==> src/ulm_consts.svh <==
// Offsets, field positions, reset values and encodings for the line and
// modem control block. Included by bare name; definitions only.
`ifndef ULM_CONSTS_SVH
`define ULM_CONSTS_SVH

`define ULM_FMT_ADDR 32'hBD00000C
`define ULM_HSK_ADDR 32'hBD000010
`define ULM_VIEW_ADDR 32'hBD00001C

`define ULM_FMT_DIV_SEL 7
`define ULM_FMT_BRK 6
`define ULM_FMT_STICK 5
`define ULM_FMT_PAR_EVEN 4
`define ULM_FMT_PAR_EN 3
`define ULM_FMT_STOP 2
`define ULM_FMT_LEN_HI 1
`define ULM_FMT_LEN_LO 0

`define ULM_HSK_LOOP 4
`define ULM_HSK_USER_B 3
`define ULM_HSK_USER_A 2
`define ULM_HSK_RTS 1
`define ULM_HSK_DTR 0

`define ULM_VIEW_DCD 7
`define ULM_VIEW_RI 6
`define ULM_VIEW_DSR 5
`define ULM_VIEW_CTS 4

`define ULM_FMT_RST 8'h00
`define ULM_HSK_RST 8'h00

`define ULM_CHAR_MIN 4'h5
`define ULM_STOP_ONE 3'h2
`define ULM_STOP_ONE_HALF 3'h3
`define ULM_STOP_TWO 3'h4

`endif

==> src/ulm_pkg.sv <==
// Types shared by the line and modem control block and its decoder.
// Assumes ulm_consts.svh for the numeric constants.
package ulm_pkg;

    // Transmit format as the shift engine wants it
    typedef struct packed {
        logic [3:0] char_bits;
        logic [2:0] stop_halves;
        logic parity_en;
        logic parity_even;
    } ulm_format_t;

    typedef struct packed {
        logic dcd_n;
        logic ri_n;
        logic dsr_n;
        logic cts_n;
    } ulm_modem_in_t;

    typedef struct packed {
        logic user_output_b_pin_n;
        logic user_output_a_pin_n;
        logic rts_n;
        logic dtr_n;
    } ulm_modem_out_t;

    // True-sense modem status, loopback already applied
    typedef struct packed {
        logic dcd;
        logic ri;
        logic dsr;
        logic cts;
    } ulm_modem_status_t;

    typedef struct packed {
        logic [7:0] serial_line_format;
        logic [7:0] handshake_output_control;
        logic ack;
        logic [31:0] rdat;
        ulm_format_t fmt;
        logic div_sel;
        logic sout;
        logic rx_ser;
        ulm_modem_out_t mout;
        ulm_modem_status_t mstat;
    } ulm_state_t;

endpackage
==> src/ulm_format_decode.sv <==
// Decodes the line format byte into character length and stop length.
// Purely combinational; the caller registers the result.
`timescale 1ns/10ps
`include "ulm_consts.svh"

module ulm_format_decode (
    input wire logic [7:0] line_format_i,
    output ulm_pkg::ulm_format_t format_o
);

    logic [1:0] char_len_field;

    always_comb begin
        char_len_field = line_format_i[`ULM_FMT_LEN_HI:`ULM_FMT_LEN_LO];
        format_o.char_bits = `ULM_CHAR_MIN + {2'h0, char_len_field};
        format_o.parity_en = line_format_i[`ULM_FMT_PAR_EN];
        format_o.parity_even = line_format_i[`ULM_FMT_PAR_EVEN];
        if (!line_format_i[`ULM_FMT_STOP]) begin
            format_o.stop_halves = `ULM_STOP_ONE;
        end else if (char_len_field == 2'h0) begin
            format_o.stop_halves = `ULM_STOP_ONE_HALF;
        end else begin
            format_o.stop_halves = `ULM_STOP_TWO;
        end
    end

endmodule

==> src/ulm_line_modem_ctrl.sv <==
// Line format and modem control registers with loopback steering.
// Assumes a classic Wishbone master, a transmit engine that reads
// format_o, and a receiver that takes rx_serial_o.
//
// Chosen here: the Wishbone register port.
`timescale 1ns/10ps
`include "ulm_consts.svh"

// Summary of operation
// - Divisor access bit steers latch byte access
// - Break bit holds serial output low outside loopback
// - Break in loopback reaches own receiver
// - Parity sense: zero odd, one even
// - Parity bit sent only when enabled
// - Stop length one or two bits
// - Five-bit characters get 1.5 stops when the stop bit is set
// - Length field gives five to eight bits
// - Loopback holds output high, feeds receiver
// - Interrupt sources stay live in loopback
// - Loopback replaces modem inputs with outputs
// - User output b pin is inverse bit
// - User output a pin is inverse bit
// - Request-to-send pin is inverse bit
// - Terminal-ready pin is inverse bit
// - Loopback maps carrier, ring, set-ready status
module ulm_line_modem_ctrl #(
    parameter int ADDR_W = 32
) (
    input wire logic clk_i,
    input wire logic rst_i,
    input wire logic wb_cyc_i,
    input wire logic wb_stb_i,
    input wire logic wb_we_i,
    input wire logic [ADDR_W-1:0] wb_adr_i,
    input wire logic [3:0] wb_sel_i,
    input wire logic [31:0] wb_dat_i,
    output logic [31:0] wb_dat_o,
    output logic wb_ack_o,
    input wire logic tx_serial_i,
    input wire logic sin_i,
    output logic sout_o,
    output logic rx_serial_o,
    output logic divisor_access_select_o,
    output ulm_pkg::ulm_format_t format_o,
    input wire ulm_pkg::ulm_modem_in_t modem_in_i,
    output ulm_pkg::ulm_modem_out_t modem_out_o,
    output ulm_pkg::ulm_modem_status_t modem_status_o
);

    generate
        if (ADDR_W < 32) begin : g_bad_addr
            $error("ADDR_W must be at least 32");
        end
    endgenerate

    ulm_pkg::ulm_state_t s_r;
    ulm_pkg::ulm_state_t s_nxt;
    ulm_pkg::ulm_format_t fmt_dec;

    logic req;
    logic commit_wr;
    logic hit_fmt;
    logic hit_hsk;
    logic [7:0] fmt_byte_nxt;
    logic hit_view;
    logic loop_nxt;
    logic brk_nxt;
    logic [3:0] ctl_bits;

    // Only the low 32 address bits are compared, so with ADDR_W above 32 the block aliases across the upper bits
    assign hit_fmt = (32'(wb_adr_i) == `ULM_FMT_ADDR);
    assign hit_hsk = (32'(wb_adr_i) == `ULM_HSK_ADDR);
    assign hit_view = (32'(wb_adr_i) == `ULM_VIEW_ADDR);
    assign req = wb_cyc_i && wb_stb_i;
    // Write lands on the edge where the master sees ack
    assign commit_wr = req && s_r.ack && wb_we_i && wb_sel_i[0];

    // Decoder fed apart from s_nxt to keep the state struct loop-free
    assign fmt_byte_nxt = (commit_wr && hit_fmt) ? wb_dat_i[7:0]
        : s_r.serial_line_format;

    ulm_format_decode u_decode (
        .line_format_i(fmt_byte_nxt),
        .format_o(fmt_dec)
    );

    always_comb begin
        s_nxt = s_r;
        s_nxt.ack = req && !s_r.ack;
        s_nxt.serial_line_format = fmt_byte_nxt;
        if (commit_wr && hit_hsk) begin
            s_nxt.handshake_output_control = wb_dat_i[7:0];
        end
        // Unmapped addresses still ack, reading zero
        s_nxt.rdat = 32'h00000000;
        if (req && !s_r.ack && !wb_we_i) begin
            if (hit_fmt) begin
                s_nxt.rdat[7:0] = s_r.serial_line_format;
            end else if (hit_hsk) begin
                s_nxt.rdat[7:0] = s_r.handshake_output_control;
            end else if (hit_view) begin
                s_nxt.rdat[`ULM_VIEW_DCD] = s_r.mstat.dcd;
                s_nxt.rdat[`ULM_VIEW_RI] = s_r.mstat.ri;
                s_nxt.rdat[`ULM_VIEW_DSR] = s_r.mstat.dsr;
                s_nxt.rdat[`ULM_VIEW_CTS] = s_r.mstat.cts;
            end
        end

        // Everything below follows the new register values in the same edge
        s_nxt.div_sel = s_nxt.serial_line_format[`ULM_FMT_DIV_SEL];
        s_nxt.fmt = fmt_dec;
        loop_nxt = s_nxt.handshake_output_control[`ULM_HSK_LOOP];
        brk_nxt = s_nxt.serial_line_format[`ULM_FMT_BRK];

        if (loop_nxt) begin
            s_nxt.sout = 1'b1;
            s_nxt.rx_ser = tx_serial_i && !brk_nxt;
        end else begin
            s_nxt.sout = tx_serial_i && !brk_nxt;
            s_nxt.rx_ser = sin_i;
        end

        ctl_bits = s_nxt.handshake_output_control[3:0];
        // Pins keep following the bits in loopback as well
        s_nxt.mout.user_output_b_pin_n = !ctl_bits[`ULM_HSK_USER_B];
        s_nxt.mout.user_output_a_pin_n = !ctl_bits[`ULM_HSK_USER_A];
        s_nxt.mout.rts_n = !ctl_bits[`ULM_HSK_RTS];
        s_nxt.mout.dtr_n = !ctl_bits[`ULM_HSK_DTR];

        // Status path is not gated in loopback so change detection
        // and its interrupt downstream keep working
        if (loop_nxt) begin
            s_nxt.mstat.dcd = ctl_bits[`ULM_HSK_USER_B];
            s_nxt.mstat.ri = ctl_bits[`ULM_HSK_USER_A];
            s_nxt.mstat.dsr = ctl_bits[`ULM_HSK_DTR];
            s_nxt.mstat.cts = ctl_bits[`ULM_HSK_RTS];
        end else begin
            s_nxt.mstat.dcd = !modem_in_i.dcd_n;
            s_nxt.mstat.ri = !modem_in_i.ri_n;
            s_nxt.mstat.dsr = !modem_in_i.dsr_n;
            s_nxt.mstat.cts = !modem_in_i.cts_n;
        end
    end

    always_ff @(posedge clk_i) begin
        if (rst_i) begin
            s_r.serial_line_format <= `ULM_FMT_RST;
            s_r.handshake_output_control <= `ULM_HSK_RST;
            s_r.ack <= 1'b0;
            s_r.rdat <= 32'h00000000;
            s_r.fmt.char_bits <= `ULM_CHAR_MIN;
            s_r.fmt.stop_halves <= `ULM_STOP_ONE;
            s_r.fmt.parity_en <= 1'b0;
            s_r.fmt.parity_even <= 1'b0;
            s_r.div_sel <= 1'b0;
            s_r.sout <= 1'b1;
            s_r.rx_ser <= 1'b1;
            s_r.mout <= 4'hF;
            s_r.mstat <= 4'h0;
        end else begin
            s_r <= s_nxt;
        end
    end

    assign wb_ack_o = s_r.ack;
    assign wb_dat_o = s_r.rdat;
    assign sout_o = s_r.sout;
    assign rx_serial_o = s_r.rx_ser;
    assign divisor_access_select_o = s_r.div_sel;
    assign format_o = s_r.fmt;
    assign modem_out_o = s_r.mout;
    assign modem_status_o = s_r.mstat;

    logic loop_r;
    logic brk_r;
    assign loop_r = s_r.handshake_output_control[`ULM_HSK_LOOP];
    assign brk_r = s_r.serial_line_format[`ULM_FMT_BRK];

    property p_ack_one;
        @(posedge clk_i) disable iff (rst_i)
        (req && !wb_ack_o) |=> wb_ack_o ##1 !wb_ack_o;
    endproperty
    a_ack_one: assert property (p_ack_one)
        else $error("ack not a single cycle after request");

    property p_div_sel;
        @(posedge clk_i) disable iff (rst_i)
        (commit_wr && hit_fmt) |=>
            divisor_access_select_o == $past(wb_dat_i[7]);
    endproperty
    a_div_sel: assert property (p_div_sel)
        else $error("divisor select does not follow written bit");

    property p_break_low;
        @(posedge clk_i) disable iff (rst_i)
        (brk_r && !loop_r) |-> !sout_o;
    endproperty
    a_break_low: assert property (p_break_low)
        else $error("serial output not low during break");

    property p_break_loop;
        @(posedge clk_i) disable iff (rst_i)
        (brk_r && loop_r) |-> (!rx_serial_o && sout_o);
    endproperty
    a_break_loop: assert property (p_break_loop)
        else $error("break not looped to receiver");

    property p_parity;
        @(posedge clk_i) disable iff (rst_i)
        1'b1 |=> (format_o.parity_even == s_r.serial_line_format[4])
            && (format_o.parity_en == s_r.serial_line_format[3]);
    endproperty
    a_parity: assert property (p_parity)
        else $error("parity controls do not match format byte");

    property p_stop_len;
        @(posedge clk_i) disable iff (rst_i)
        (s_r.serial_line_format[2] == 1'b0) |->
            format_o.stop_halves == 3'h2;
    endproperty
    a_stop_len: assert property (p_stop_len)
        else $error("one stop bit not selected");

    property p_stop_half;
        @(posedge clk_i) disable iff (rst_i)
        (s_r.serial_line_format[2] &&
            s_r.serial_line_format[1:0] == 2'h0) |->
            format_o.stop_halves == 3'h3;
    endproperty
    a_stop_half: assert property (p_stop_half)
        else $error("five-bit character lacks 1.5 stop bits");

    property p_char_len;
        @(posedge clk_i) disable iff (rst_i)
        (s_r.serial_line_format[1:0] == 2'h3) |->
            format_o.char_bits == 4'h8;
    endproperty
    a_char_len: assert property (p_char_len)
        else $error("length field 11 does not give eight bits");

    property p_loop_out;
        @(posedge clk_i) disable iff (rst_i)
        (loop_r && !brk_r) |-> sout_o &&
            rx_serial_o == $past(tx_serial_i);
    endproperty
    a_loop_out: assert property (p_loop_out)
        else $error("loopback serial path wrong");

    property p_pins;
        @(posedge clk_i) disable iff (rst_i)
        modem_out_o == ~s_r.handshake_output_control[3:0];
    endproperty
    a_pins: assert property (p_pins)
        else $error("modem output pins not inverse of control bits");

    property p_loop_status;
        @(posedge clk_i) disable iff (rst_i)
        loop_r |-> modem_status_o == {
            s_r.handshake_output_control[3],
            s_r.handshake_output_control[2],
            s_r.handshake_output_control[0],
            s_r.handshake_output_control[1]};
    endproperty
    a_loop_status: assert property (p_loop_status)
        else $error("loopback modem status mapping wrong");

    property p_ext_status;
        @(posedge clk_i) disable iff (rst_i)
        !loop_r |-> modem_status_o == ~$past(modem_in_i);
    endproperty
    a_ext_status: assert property (p_ext_status)
        else $error("modem status does not follow pins");

    property p_rdat_idle;
        @(posedge clk_i) disable iff (rst_i)
        !wb_ack_o |-> wb_dat_o == 32'h00000000;
    endproperty
    a_rdat_idle: assert property (p_rdat_idle)
        else $error("read data not zero outside ack");

    property p_char_short;
        @(posedge clk_i) disable iff (rst_i)
        (s_r.serial_line_format[1:0] == 2'h0) |->
            format_o.char_bits == `ULM_CHAR_MIN;
    endproperty
    a_char_short: assert property (p_char_short)
        else $error("length field 00 does not give five bits");

    property p_stop_two;
        @(posedge clk_i) disable iff (rst_i)
        (s_r.serial_line_format[2] &&
            s_r.serial_line_format[1:0] != 2'h0) |->
            format_o.stop_halves == `ULM_STOP_TWO;
    endproperty
    a_stop_two: assert property (p_stop_two)
        else $error("two stop bits not selected");

    c_write_fmt: cover property (@(posedge clk_i) disable iff (rst_i)
        commit_wr && hit_fmt);
    c_loopback: cover property (@(posedge clk_i) disable iff (rst_i)
        loop_r && brk_r);
    c_read_view: cover property (@(posedge clk_i) disable iff (rst_i)
        req && !wb_we_i && hit_view && wb_ack_o);
    c_break_line: cover property (@(posedge clk_i) disable iff (rst_i)
        brk_r && !loop_r && !sout_o);
    c_five_bit: cover property (@(posedge clk_i) disable iff (rst_i)
        format_o.stop_halves == `ULM_STOP_ONE_HALF);

endmodule

==> config.mk <==
export PLATFORM = sky130hd
export DESIGN_NAME = ulm_line_modem_ctrl
export DESIGN_NICKNAME = d
export VERILOG_FILES = /design/src/ulm_pkg.sv /design/src/ulm_format_decode.sv /design/src/ulm_line_modem_ctrl.sv
export VERILOG_INCLUDE_DIRS = /design/src
export SDC_FILE = /design/constraint.sdc
export NUM_CORES = 1
export LEC_CHECK = 0
export ABC_AREA = 1
export BUFFER_PORTS_ARGS = -buffer_cell sky130_fd_sc_hd__buf_2
export CORE_MARGIN = 2
export CORE_UTILIZATION = 42
export CTS_CLUSTER_DIAMETER = 120
export DETAILED_ROUTE_END_ITERATION = 16
export GPL_TIMING_DRIVEN = 0
export HOLD_SLACK_MARGIN = 0.05
export PLACE_DENSITY = 0.77
export SLEW_MARGIN = 20
export SYNTH_ARGS = -nofsm -noshare
export SYNTH_HDL_FRONTEND = slang
export SYNTH_SLANG_ARGS = --single-unit
==> constraint.sdc <==
create_clock -name clk_i -period 2.45 [get_ports clk_i]
set_clock_uncertainty 0.2 [all_clocks]
set_input_delay 0 -clock clk_i [delete_from_list [all_inputs] [get_ports clk_i]]
set_output_delay 0 -clock clk_i [all_outputs]
set_load 0.01 [all_outputs]
; After elaboration in Yosys (flattened, before gate mapping)
; Cells that the tools add are included.
[op_classes]
n_addsub = 1
n_eq_ne = 3
mux = 9
bitwise_logic = 2
n_reduce_logical = 24
[ops]
columns = op, n
row1 = $eq A32 B32 Y1 const B, 3
row2 = $mux W4, 4
row3 = $mux W8, 2
row4 = $logic_not A1 Y1, 11
row5 = $logic_and A1 B1 Y1, 9
row6 = $reduce_or A2 Y1, 3
row7 = $mux W5, 1
row8 = $add A3 B2 Y4 const A, 1
row9 = $mux W3, 1
row10 = $logic_not A2 Y1, 1
row11 = $not A1 Y1, 2
row12 = $mux W1, 1
[word_totals]
register_bits = 69
inputBits = 79
output_inout_bits = 53
wordCells = 61

; Longest topological paths before layout
[depth]
word_depth = 9
depth_mapped = 13
depth_no_buf = 12

; By module
; From an unflattened synthesis, not the netlist that was laid out.
[hier_totals]
hier_cells = 336
area_unflattened_um2 = 2364.8
[by_module_without_submodules]
columns = module, instances, cells_per_inst, area_each_um2
row1 = ulm_line_modem_ctrl, 1, 322, 2275.9
row2 = ulm_format_decode, 1, 14, 88.8

; Least setup slack after synthesis
; No wires, ideal clock.
[synth_timing]
path_kind = register -> register
startpoint = register s_r (netlist bit wb_ack_o)
endpoint = register s_r (netlist bit format_o[6])
arrival_time_ps = 1434
t_required_ps = 2122
path_slack_ps = 688
stages_incl_launch_ff = 10
path_buffers = 1
period_less_slack_ps = 1762
cell_sequence = dfxtp_1 nand3_1 nor2_4 nand3_4 buf_6 nand2_1 o21ai_0 ha_1 inv_1 nor2_1
[synth_rtl]
columns = item, line_no
row1 = from (decl), ulm_line_modem_ctrl.sv:56  ; ulm_pkg::ulm_state_t s_r;
row2 = from (signal assigned), ulm_line_modem_ctrl.sv:161  ; s_r <= s_nxt;

; Final worst setup path
[layout_timing]
startpoint = register s_r (netlist bit wb_ack_o)
endpoint = register s_r (netlist bit rx_serial_o)
[layout_between]
elab_chain_cells = 8
elab_cells_between_ends = 10
[layout_rtl]
columns = item, line_no
row1 = $logic_and A1 B1 Y1 (*) (3 in a row), ulm_line_modem_ctrl.sv:76  ; assign commit_wr = req && s_r.ack && wb_we_i && wb_sel_i[0];
row2 = $logic_and A1 B1 Y1, ulm_line_modem_ctrl.sv:79  ; assign fmt_byte_nxt = (commit_wr && hit_fmt) ? wb_dat_i[7:0]
row3 = $mux W8, ulm_line_modem_ctrl.sv:79
row4 = $logic_not A1 Y1, ulm_line_modem_ctrl.sv:117  ; s_nxt.rx_ser = tx_serial_i && !brk_nxt;
row5 = $logic_and A1 B1 Y1, ulm_line_modem_ctrl.sv:117
row6 = $mux W1 (*), ulm_line_modem_ctrl.sv:115  ; if (loop_nxt) begin
; Every way passes the cells marked *; elsewhere a longest branch is shown, timed or not.
; A chain may end at the register's enable or synchronous reset.

==> impl_metrics.py <==
metrics = {
    "outcome": {
        "status": "finished, final reports clean",
    },
    "synthesis": {
        "synth_cell_types": 25,
        "synth_mux_area_frac": 0,
        "async_reset_ff_frac": 0,
        "synth-xor-area-share": 0,
        "synthFlopType": "dfxtp_1",
        "synth-seq-cells": 42,
        "synth_top_family_by_area": "simple AND/OR/NAND/NOR gates",
        "synth-edff-count": 0,
        "synth-seq-area-share": 0.3725,
        "yosys.area_share.simple": 0.2921,
        "synth_compound_gate_area_share": 0.07428,
        "synth_area_um2": 2257,
        "synthAdderAreaFrac": 0.005543,
        "synth_warnings": 0,
        "syn_inst": 324,
        "avgSynthCellArea_um2": 6.967,
    },
    "placement": {
        "dp_hpwl_um": 4040,
        "post-place-ws_ns": 0.5596,
        "gp_congestion": 0.8481,
        "numPortBuffers": 80,
    },
    "critical_path": {
        "critPathArrivalTime_ns": 2.31,
        "crit_type": "reg -> reg",
        "critical-path-max-stage-delay_ns": 0.56,
        "slowest_stage": "dlygate4sd3_1",
        "endpoint_kind": "flop",
        "ff2ff_setup_slack_ns": 0.17,
        "crit_family": "buffers and inverters",
        "critPathMostFrequentCell": "nand3_1",
        "path_cells": "nand3_1 -> nor2_4 -> nand3_2 -> buf_2 -> o21ai_1 -> nand2_1 -> dlygate4sd3_1 -> nand3_1",
        "start_kind": "flop",
        "critPathRequiredTime_ns": 2.48,
        "crit_fanout": 10,
        "worstPathBufferInverterCount": 2,
    },
    "worst_hold_path": {
        "hold_class": "in -> reg",
    },
    "drt": {
        "drt_wl_total_um": 5579,
        "drcViolationCount": 0,
        "firstDrtPassIters": 5,
        "dr_total_vias": 2271,
        "via_per_inst": 4.269,
        "wire_per_inst_um": 10.49,
        "drtIter0Drc": 141,
        "ant_nets": 0,
    },
    "clock_network": {
        "numCtsBuffers": 5,
        "cts_root_buf": "clkbuf_8",
        "cts_tree": "done",
        "cts_resized": 0,
        "h-tree-depth": 2,
        "clkTransAtPathRegs_ns": 0.07,
        "clock-sinks": 42,
        "max-clock-path-buffers": 2,
        "clk_latency_ns": 0.29,
        "cts_setup_buffers": 0,
    },
    "grt": {
        "grtUsageTotal": 0.1887,
        "grt-ovfl-total": 0,
        "grt_max_degree": 12,
        "grt_first_pass_wirelength_um": 9170,
        "grt_antenna_before_repair": 0,
        "grt_pass1_vias": 2193,
    },
    "timing": {
        "finalSetupTns_ns": 0,
        "setup_viol": 0,
        "hold_viol": 0,
        "rsz0062_at_grt": "no",
        "period_share": 0.9289,
        "fmax_ghz": 0.4394,
        "min_period_ns": 2.276,
        "fin_ws_ns": 0.1743,
        "slew_viol_final": 0,
    },
    "power": {
        "p_sw_uw": 303.4,
        "p_leak_uw": 0.001713,
        "pwr-share-comb": 0.146,
        "powerDensity_nw_per_um2": 404.6,
        "p_seq_frac": 0.536,
        "p_total_uw": 1290,
        "clockPowerShare": 0.318,
        "ir_worst_vdd_mv": 0.2579,
        "switching_share": 0.2352,
        "internal_power_uw": 986.6,
    },
    "die": {
        "die_x_um": 77.31,
        "fp.coreArea_um2": 5140,
        "num_rows": 26,
        "die_h_um": 77.31,
        "start_util": 0.4391,
        "dieArea_um2": 5977,
        "ioPinCount": 132,
    },
    "layout": {
        "final_common_cell": "buf_2",
        "finalNetCount": 542,
        "drive_above_1_share": 0.3398,
        "layout_common_cells": "buf_2, nand2_1, buf_4",
        "syn_to_final_growth_pct": 41.24,
        "diodes": 0,
    },
    "flow_run": {
        "drv_cap": 0,
    },
}
-- sequential cells by signal, indices dropped and copies added (netlist names), 4 cells and up --
signal          cells
format_o            7
modem_status_o      4
s_r                14
wb_dat_o            8
modem_out_o         4
-- metrics by stage --
step                      hold slack, ns  std cells  area [µm²]    util
after floorplan                  -0.1161        347        2344       -
after global placement           0.01534        497        2831  0.5509
after detailed placement         0.02131        497        2831  0.5509
after CTS                        0.08107        532        3188  0.6203
after global routing              0.1319        532        3188  0.6203
final                            0.09958        532        3188  0.6203
-- layer usage --
layer,GRT usage,vias up,part of all wire
met4,0.08036,0,0.013
met5,0,-,0
met2,0.3443,100,0.52
li1,-,1182,-
met1,0.2119,980,0.40
met3,0.03647,9,0.067
-- cells in the mapped netlist, types with 2 or more instances --
| library cell | instances | share of area |
|---|---|---|
| nand2_1 | 76 | 0.13 |
| buf_4 | 49 | 0.16 |
| inv_1 | 44 | 0.073 |
| dfxtp_1 | 42 | 0.37 |
| nor2_1 | 37 | 0.062 |
| a21oi_1 | 18 | 0.040 |
| nand3_1 | 13 | 0.029 |
| o21ai_0 | 9 | 0.020 |
| nand2_2 | 5 | 0.014 |
| nor2_4 | 5 | 0.025 |
| inv_2 | 3 | 0.0050 |
| nor2_2 | 3 | 0.0083 |
| o21ai_1 | 3 | 0.0066 |
| buf_2 | 2 | 0.0044 |
| clkbuf_1 | 2 | 0.0033 |
| nand4_1 | 2 | 0.0055 |
| nor3_1 | 2 | 0.0044 |
| o21ai_2 | 2 | 0.0078 |
-- path summary, 6_finish.rpt --
kind | startpoint | endpoint | cells past startpoint
worst max-delay path | wb_ack_o | rx_serial_o | 8
worst min-delay path | wb_adr_i[2] | wb_dat_o[3] | 8
worst max register to register | wb_ack_o | rx_serial_o | 8
worst min register to register | s_r[66] | s_r[66] | 2
-- what timing repair did --
action | CTS | global route
endpoints found under the setup margin | 0 | 0
endpoints found under the hold margin | 37 | 0
hold buffers | 28 | 0
-- worst register-to-register path, delay by kind of cell (launching register included) --
kind | cells | cell delay [ns]
buffers and inverters | 2 | 0.77
AOI/OAI and AO/OA | 1 | 0.21
DFF | 1 | 0.38
and+or+nand+nor | 5 | 0.68
-- cells by family (layout without fill, tap and decap cells) --
family | count (synthesis) | in the layout
and+or+nand+nor | 147 | 147
DFF | 42 | 42
buffers and inverters | 101 | 216
AOI/OAI and AO/OA | 32 | 32
adders and majority gates | 1 | 1
other | 1 | 24
-- power by group through the flow --
stage | combinational (µW) | sequential, µW | clock, µW
CTS | 183 | 692 | 413
detailed placement | 151 | 707 | 0
finish | 188 | 692 | 410
global placement | 149 | 707 | 0
global route | 206 | 692 | 445
floorplan | 87.5 | 708 | 0
-- cell type report --
| cell class | count | area (µm²) |
|---|---|---|
| fill | 486 | 1952 |
| timing repair buffer | 108 | 680.7 |
| multi-input combinational | 204 | 929.6 |
| buffer | 54 | 396.6 |
| tap | 70 | 87.58 |
| clock buffer | 7 | 76.32 |
| sequential | 42 | 840.8 |
| inverter | 47 | 176.4 |
Power figures use the tool's default switching activity.
